<file path="src/verilog/trlc_pkg.sv">
// Constants and types shared by the temperature result and limit compare block.
package trlc_pkg;

    // ************************************************************
    // Channel numbering and widths
    // ************************************************************
    localparam int TRLC_NCH = 10;
    localparam logic [3:0] TRLC_CH_VDD = 4'h0;
    localparam logic [3:0] TRLC_CH_INT = 4'h1;
    localparam logic [3:0] TRLC_CH_EXT = 4'h2;
    localparam int TRLC_RES_W = 10;
    localparam int TRLC_LIM_W = 8;
    localparam int TRLC_AVG_N = 16;
    localparam int TRLC_ACC_W = 14;
    localparam logic [3:0] TRLC_AVG_LAST = 4'hf;

    // ************************************************************
    // Register byte addresses
    // ************************************************************
    localparam logic [7:0] TRLC_A_STAT1 = 8'h00;
    localparam logic [7:0] TRLC_A_STAT2 = 8'h01;
    localparam logic [7:0] TRLC_A_MSB0 = 8'h06;
    localparam logic [7:0] TRLC_A_CFG1 = 8'h18;
    localparam logic [7:0] TRLC_A_CFG2 = 8'h19;
    localparam logic [7:0] TRLC_A_MASK1 = 8'h1c;
    localparam logic [7:0] TRLC_A_MASK2 = 8'h1d;
    localparam logic [7:0] TRLC_A_OFFS = 8'h1e;
    localparam logic [7:0] TRLC_A_LIM0 = 8'h20;

    // ************************************************************
    // Field positions and reset values
    // ************************************************************
    localparam int TRLC_CFG1_POL_BIT = 3;
    localparam int TRLC_CFG2_AVGDIS_BIT = 5;
    localparam logic [7:0] TRLC_CFG1_RST = 8'h08;
    localparam logic [7:0] TRLC_CFG2_RST = 8'h00;
    localparam logic [15:0] TRLC_MASK_RST = 16'hffff;
    localparam logic [7:0] TRLC_OFFS_RST = 8'h00;
    localparam logic [7:0] TRLC_LIM_HI_RST = 8'h7f;
    localparam logic [7:0] TRLC_LIM_LO_RST = 8'h80;
    localparam int TRLC_VDD_FLAG_POS = 9;

    // ************************************************************
    // Carriers
    // ************************************************************
    typedef struct packed {
        logic valid;
        logic [3:0] chan;
        logic [9:0] code;
    } trlc_conv_t;

    typedef struct packed {
        logic en;
        logic [7:0] addr;
        logic [7:0] data;
    } trlc_wr_t;

endpackage

</file>
<file path="src/verilog/trlc_core.sv">
// Result averaging, limit comparison, status flags and interrupt pin.
`timescale 1ns/1ps

module trlc_core
    import trlc_pkg::*;
(
    // Clock and reset
    input wire logic sys_clk,
    input wire logic rst_n,
    // Converter results
    input trlc_conv_t conv_i,
    // Register access from the serial interface
    input trlc_wr_t wr_i,
    input wire logic rd_en,
    input wire logic [7:0] rd_addr,
    output logic [7:0] rd_data_q,
    // Interrupt pin
    output logic int_q
);

    // ************************************************************
    // Decoding helpers
    // ************************************************************
    function automatic logic [3:0] flag_pos(input logic [3:0] ch);
        flag_pos = (ch == TRLC_CH_VDD) ? 4'(TRLC_VDD_FLAG_POS) : 4'(ch - 4'h1);
    endfunction

    function automatic logic chan_signed(input logic [3:0] ch);
        chan_signed = (ch == TRLC_CH_INT) || (ch == TRLC_CH_EXT);
    endfunction

    // ************************************************************
    // Control registers
    // ************************************************************
    logic [7:0] cfg1_q;
    logic [7:0] cfg2_q;
    logic [15:0] mask_q;
    logic [7:0] offs_q;
    logic [TRLC_LIM_W-1:0] lim_hi_q [TRLC_NCH];
    logic [TRLC_LIM_W-1:0] lim_lo_q [TRLC_NCH];
    logic avg_dis;
    logic pol_high;
    logic [7:0] lim_idx;

    assign avg_dis = cfg2_q[TRLC_CFG2_AVGDIS_BIT];
    assign pol_high = cfg1_q[TRLC_CFG1_POL_BIT];
    assign lim_idx = wr_i.addr - TRLC_A_LIM0;

    always_ff @(posedge sys_clk)
    begin
        if (!rst_n)
        begin
            cfg1_q <= TRLC_CFG1_RST;
            cfg2_q <= TRLC_CFG2_RST;
            mask_q <= TRLC_MASK_RST;
            offs_q <= TRLC_OFFS_RST;
        end
        else if (wr_i.en)
        begin
            case (wr_i.addr)
                TRLC_A_CFG1: cfg1_q <= wr_i.data;
                TRLC_A_CFG2: cfg2_q <= wr_i.data;
                TRLC_A_MASK1: mask_q[7:0] <= wr_i.data;
                TRLC_A_MASK2: mask_q[15:8] <= wr_i.data;
                TRLC_A_OFFS: offs_q <= wr_i.data;
                default: ;
            endcase
        end
    end

    genvar gi;
    generate
        for (gi = 0; gi < TRLC_NCH; gi++)
        begin : g_lim
            always_ff @(posedge sys_clk)
            begin
                if (!rst_n)
                begin
                    lim_hi_q[gi] <= TRLC_LIM_HI_RST;
                    lim_lo_q[gi] <= TRLC_LIM_LO_RST;
                end
                else if (wr_i.en && lim_idx == 8'(2 * gi))
                    lim_hi_q[gi] <= wr_i.data;
                else if (wr_i.en && lim_idx == 8'(2 * gi + 1))
                    lim_lo_q[gi] <= wr_i.data;
            end
        end
    endgenerate

    // ************************************************************
    // Averaging and result store
    // ************************************************************
    logic [TRLC_ACC_W-1:0] acc_q [TRLC_NCH];
    logic [3:0] cnt_q [TRLC_NCH];
    logic [TRLC_RES_W-1:0] res_q [TRLC_NCH];
    logic store_q;
    logic [3:0] store_ch_q;
    logic [TRLC_RES_W-1:0] sample;
    logic [TRLC_ACC_W-1:0] acc_sum;
    logic conv_ok;

    assign sample = (conv_i.chan == TRLC_CH_INT) ?
        TRLC_RES_W'(conv_i.code + {{2{offs_q[7]}}, offs_q}) : conv_i.code;
    assign conv_ok = conv_i.valid && (conv_i.chan < 4'(TRLC_NCH));
    assign acc_sum = acc_q[conv_i.chan] + {{4{sample[9]}}, sample};

    always_ff @(posedge sys_clk)
    begin
        if (!rst_n)
        begin
            store_q <= 1'b0;
            store_ch_q <= 4'h0;
            for (int i = 0; i < TRLC_NCH; i++)
            begin
                acc_q[i] <= '0;
                cnt_q[i] <= 4'h0;
                res_q[i] <= '0;
            end
        end
        else
        begin
            store_q <= 1'b0;
            if (conv_ok)
            begin
                store_ch_q <= conv_i.chan;
                if (avg_dis)
                begin
                    res_q[conv_i.chan] <= sample;
                    store_q <= 1'b1;
                end
                else if (cnt_q[conv_i.chan] == TRLC_AVG_LAST)
                begin
                    res_q[conv_i.chan] <= acc_sum[TRLC_ACC_W-1:4];
                    acc_q[conv_i.chan] <= '0;
                    cnt_q[conv_i.chan] <= 4'h0;
                    store_q <= 1'b1;
                end
                else
                begin
                    acc_q[conv_i.chan] <= acc_sum;
                    cnt_q[conv_i.chan] <= cnt_q[conv_i.chan] + 4'h1;
                end
            end
        end
    end

    // ************************************************************
    // Limit comparison and status flags
    // ************************************************************
    logic [TRLC_LIM_W-1:0] top8;
    logic [TRLC_LIM_W-1:0] hi_l;
    logic [TRLC_LIM_W-1:0] lo_l;
    logic over_hi;
    logic under_lo;
    logic [15:0] set_vec;
    logic [15:0] clr_vec;
    logic [15:0] flags_q;
    logic [3:0] pos;

    assign top8 = res_q[store_ch_q][TRLC_RES_W-1:2];
    assign hi_l = lim_hi_q[store_ch_q];
    assign lo_l = lim_lo_q[store_ch_q];
    assign pos = flag_pos(store_ch_q);

    always_comb
    begin
        if (chan_signed(store_ch_q))
        begin
            over_hi = $signed(top8) > $signed(hi_l);
            under_lo = $signed(top8) <= $signed(lo_l);
        end
        else
        begin
            over_hi = top8 > hi_l;
            under_lo = top8 <= lo_l;
        end
        set_vec = '0;
        if (store_q && (over_hi || under_lo) && !mask_q[pos])
            set_vec[pos] = 1'b1;
        clr_vec = '0;
        if (rd_en && rd_addr == TRLC_A_STAT1)
            clr_vec[7:0] = 8'hff;
        if (rd_en && rd_addr == TRLC_A_STAT2)
            clr_vec[15:8] = 8'hff;
    end

    always_ff @(posedge sys_clk)
    begin
        if (!rst_n)
            flags_q <= '0;
        else
            flags_q <= (flags_q & ~clr_vec) | set_vec;
    end

    always_ff @(posedge sys_clk)
    begin
        if (!rst_n)
            int_q <= 1'b0;
        else
            int_q <= (|flags_q) ~^ pol_high;
    end

    // ************************************************************
    // Read port
    // ************************************************************
    logic [7:0] msb_idx;

    assign msb_idx = rd_addr - TRLC_A_MSB0;

    always_ff @(posedge sys_clk)
    begin
        if (!rst_n)
            rd_data_q <= 8'h00;
        else if (rd_en)
        begin
            if (rd_addr == TRLC_A_STAT1)
                rd_data_q <= flags_q[7:0];
            else if (rd_addr == TRLC_A_STAT2)
                rd_data_q <= flags_q[15:8];
            else if (msb_idx < 8'(TRLC_NCH))
                rd_data_q <= res_q[msb_idx[3:0]][TRLC_RES_W-1:2];
            else if (rd_addr == TRLC_A_CFG1)
                rd_data_q <= cfg1_q;
            else if (rd_addr == TRLC_A_CFG2)
                rd_data_q <= cfg2_q;
            else
                rd_data_q <= 8'h00;
        end
    end
endmodule // trlc_core

</file>
<file path="config.mk">
export PLATFORM = sky130hd
export DESIGN_NAME = trlc_core
export DESIGN_NICKNAME = d
export VERILOG_FILES = /design/src/verilog/trlc_pkg.sv /design/src/verilog/trlc_core.sv
export SDC_FILE = /design/constraint.sdc
export NUM_CORES = 1
export LEC_CHECK = 0
export BUFFER_PORTS_ARGS = -buffer_cell sky130_fd_sc_hd__buf_2
export CORE_MARGIN = 4
export CORE_UTILIZATION = 62
export CTS_CLUSTER_DIAMETER = 30
export DETAILED_ROUTE_END_ITERATION = 7
export PLACE_DENSITY = 0.79
export SETUP_SLACK_MARGIN = 0.15
export SYNTH_ARGS = -nofsm -noshare
export SYNTH_HDL_FRONTEND = slang
export SYNTH_SLANG_ARGS = --single-unit
</file>
<file path="constraint.sdc">
create_clock -name sys_clk -period 15.6 [get_ports sys_clk]
set_clock_uncertainty 0.2 [all_clocks]
set_input_delay 3.12 -clock sys_clk [delete_from_list [all_inputs] [get_ports sys_clk]]
set_output_delay 3.12 -clock sys_clk [all_outputs]
set_load 0.005 [all_outputs]
</file>
==> reports/metrics.cfg <==
[floorplan]
die_h_um=229
initial_core_util_pct=63.2
io_pins=52
coreArea_um2=48000
row_count=80
die_area_um2=52600
fp.dieW_um=229

[critical_path]
worstPathRequired_ns=15.72
cp-end-kind=flop
slowest_delay_ns=0.94
r2r_slack_ns=9.69
crit_type=input port to flop
timing.rr.end=res_q[9][9]$_DFFE_PP_
cp_slowest_cell=xnor2_2
critPathMaxFanout=47
startpoint_type=input port
r2r-start=offs_q[0]$_SDFFE_PN0P_
critPathArrivalTime_ns=8.87
worstPathCellList=buf_4 -> buf_4 -> mux4_2 -> mux4_2 -> ha_1 -> a21oi_1 -> o21ai_0 -> a41oi_1 -> nand3b_1 -> nor4_1 -> a211oi_1 -> a31oi_1 -> xnor2_2 -> a21oi_1
reg2regPathDepth=19

[synthesis]
syn_inst=2110
synth-main-ff-cell=edfxtp_1
synthMostInstantiatedCell=edfxtp_1
synth-simple-area-share_pct=11.2
synthTopCellsByArea=edfxtp_1, mux4_2, dfxtp_1
netlist_top_cells_count=edfxtp_1, nor2_1, mux4_2, nand2_1, clkbuf_1
netlist_area_um2=30400
synth-xor-area-share_pct=0.664
yosysUniqueCellTypes=67
ys_seq_elements=650
synth_compound_area_share_pct=4.49
synth_edf_count=576
yosys.area.top_type=edfxtp_1
netlist.area_leader.share_pct=57.0
async_flop_share_pct=0
synth_warnings=0
avgSynthCellArea_um2=14.4
synth_top_family_by_area=multiplexers
ys_seq_area_share_pct=61.9
synthMuxAreaShare_pct=17.6
synth_fa_ha_area_share_pct=1.85

[run]
max_cap_viol_count=0

[grt]
met1_usage_pct=38.5
grt_start_max_net_pins=71
grt_pass1_wl_um=118000
grtUsageTotal_pct=29.1
antenna_found_initial=3
grt_pass1_vias=20543
grt_overflow=0
grt.busiest_layer=met2
grt_util_met2_pct=47.6
grtUsageMet3_pct=5.79

[final_layout]
fillerInstances=2804
fin_area_um2=35900
nets=2422
utilization_pct=74.7
multi_input_area_um2=11400
final_cells=3059
drive_gt1_share_pct=22.3
area_growth_pct=18.2
regArea_um2=18800

[clock_network]
cts_resized=0
clkTransAtPathRegs_ns=0.05
insertion_delay_ns=0.69
cts_hold_buf=0
post_cts_buffers=0
htree_levels=3
cts.sinks=650
numCtsBuffers=119
tritoncts=yes
clockRootBuffer=clkbuf_16
clockBufferDepth=3

[placed_design]
port_buffers=51
place_congestion=0.885
dpl.hpwl_um=44500
placed_cells=2830
place_area_um2=31700

[routing]
route.detailed.drc=0
routed_via_density=6.39
routedWlPerCell_um=24.5
num_vias=19560
first_pass_iters=5
drt_wl_total_um=74900
drt_iter0_markers=2258
ant_nets=0

[timing]
timing.final.crit_share_pct=56.1
worstMarginPinSlew_ns=1.31
hold_viol_final=0
finalSetupViolCount=0
slew_headroom_pct=11.9
period_needed_ns=8.75
fmax_mhz=114
tns_ns=0
rsz0062_at_grt=false
slew_viol_final=0

[hold_path]
worst_hold_path_type=flop to flop
hold_path_depth=2
min_to=mask_q[7]$_SDFFE_PN1P_
worstHoldStart=mask_q[7]$_SDFFE_PN1P_

[power]
leakagePower_uw=0.0130
ir_drop_uv=161
p_per_area_nw_per_um2=140
p_total_uw=5020

[run_status]
status=finished clean

## cells by family (layout without fill, tap and decap cells)
kind of cell / count (synthesis) / count (layout)
multiplexers: 282 / 282
buffers and inverters: 181 / 359
flip-flops: 650 / 650
AO/OA/AOI/OAI: 210 / 210
adder cells (fa/ha/maj): 44 / 44
other: 1 / 157
AND/OR/NAND/NOR: 719 / 719
XOR/XNOR: 23 / 23
## through the flow
| step | hold WS [ns] | setup slack (ns) |
|---|---|---|
| after floorplan | 0.233 | 7.37 |
| after global placement | 0.252 | 6.38 |
| after detailed placement | 0.253 | 6.21 |
| after CTS | 0.265 | 6.93 |
| after global routing | 0.291 | 6.41 |
| final | 0.261 | 6.85 |
## layout by cell type (no fill, tap or decap), drive strengths merged, types with 5 or more instances in the layout
cell and n:
a221oi 11, mux2i 67, o31ai 11, clkbuf 138, ha 40, nor4 6
nand2b 9, dfxtp 74, edfxtp 576, or2 19, a31oi 7, o41ai 5
conb 156, nor2b 13, buf 87, a21o 11, a21oi 45, inv 67
mux4 199, or3 62, nand2 156, clkinv 42, bufinv 14, o21a 8
xor2 8, and2 72, xnor2 15, mux2 16, a211oi 15, nor3 53
o21ai 71, o211ai 7, nand3 31, nor2 265, nand4 9, clkinvlp 11
## worst max-delay path by stage
stage	depth (start not counted)	end	from	slack [ns]
global placement	14	res_q[12][9]$_DFFE_PP_	conv_i[10]	6.38
detailed placement	14	res_q[10][9]$_DFFE_PP_	conv_i[10]	6.21
floorplan	18	res_q[10][9]$_DFFE_PP_	conv_i[10]	7.37
finish	14	res_q[9][9]$_DFFE_PP_	conv_i[10]	6.85
global route	14	res_q[15][9]$_DFFE_PP_	conv_i[10]	6.41
CTS	14	res_q[15][9]$_DFFE_PP_	conv_i[10]	6.93
## per-layer routing
| metal | share of wire (%) | wire length [um] |
|---|---|---|
| met5 | 0.037 | 28 |
| met4 | 4.3 | 3210 |
| met3 | 9.3 | 6940 |
| met2 | 50 | 37200 |
| met1 | 37 | 27500 |
## flip-flops by register name, summed over array words and instances (netlist names), named ones only
| register | flops |
|---|---|
| acc_q | 224 |
| res_q | 128 |
| lim_hi_q | 80 |
| lim_lo_q | 80 |
| cnt_q | 64 |
| flags_q | 16 |
| mask_q | 16 |
| cfg1_q | 8 |
| cfg2_q | 8 |
| offs_q | 8 |
| rd_data_q | 8 |
| store_ch_q | 4 |
| int_q | 1 |
| store_q | 1 |
## where the power goes
| part | leakage (uW) | internal (uW) | switching, uW | total [uW] |
|---|---|---|---|---|
| clock network | 0.00202 | 1700 | 925 | 2620 |
| logic | 0.00448 | 150 | 237 | 387 |
| registers | 0.00646 | 1980 | 32.2 | 2010 |
## worst max-delay path: cells and delay by family
kind	cells	cell delay, ns
compound gates	6	1.73
mux	2	1.09
xor+xnor	1	0.94
buf+inv	2	1.31
fa+ha+maj	1	0.36
simple gates	2	0.24
## cell type report
| cell class | count | area share [%] |
|---|---|---|
| diodes | 1 | 0.00697 |
| clock buffers | 137 | 8.78 |
| clock inverters | 90 | 2.86 |
| inverters | 44 | 0.460 |
| multi-input cells | 1434 | 31.9 |
| flip-flops and latches | 650 | 52.4 |
| well taps | 615 | 2.14 |
| repair buffers | 88 | 1.50 |
No activity file was read; power rests on OpenSTA's default activity.
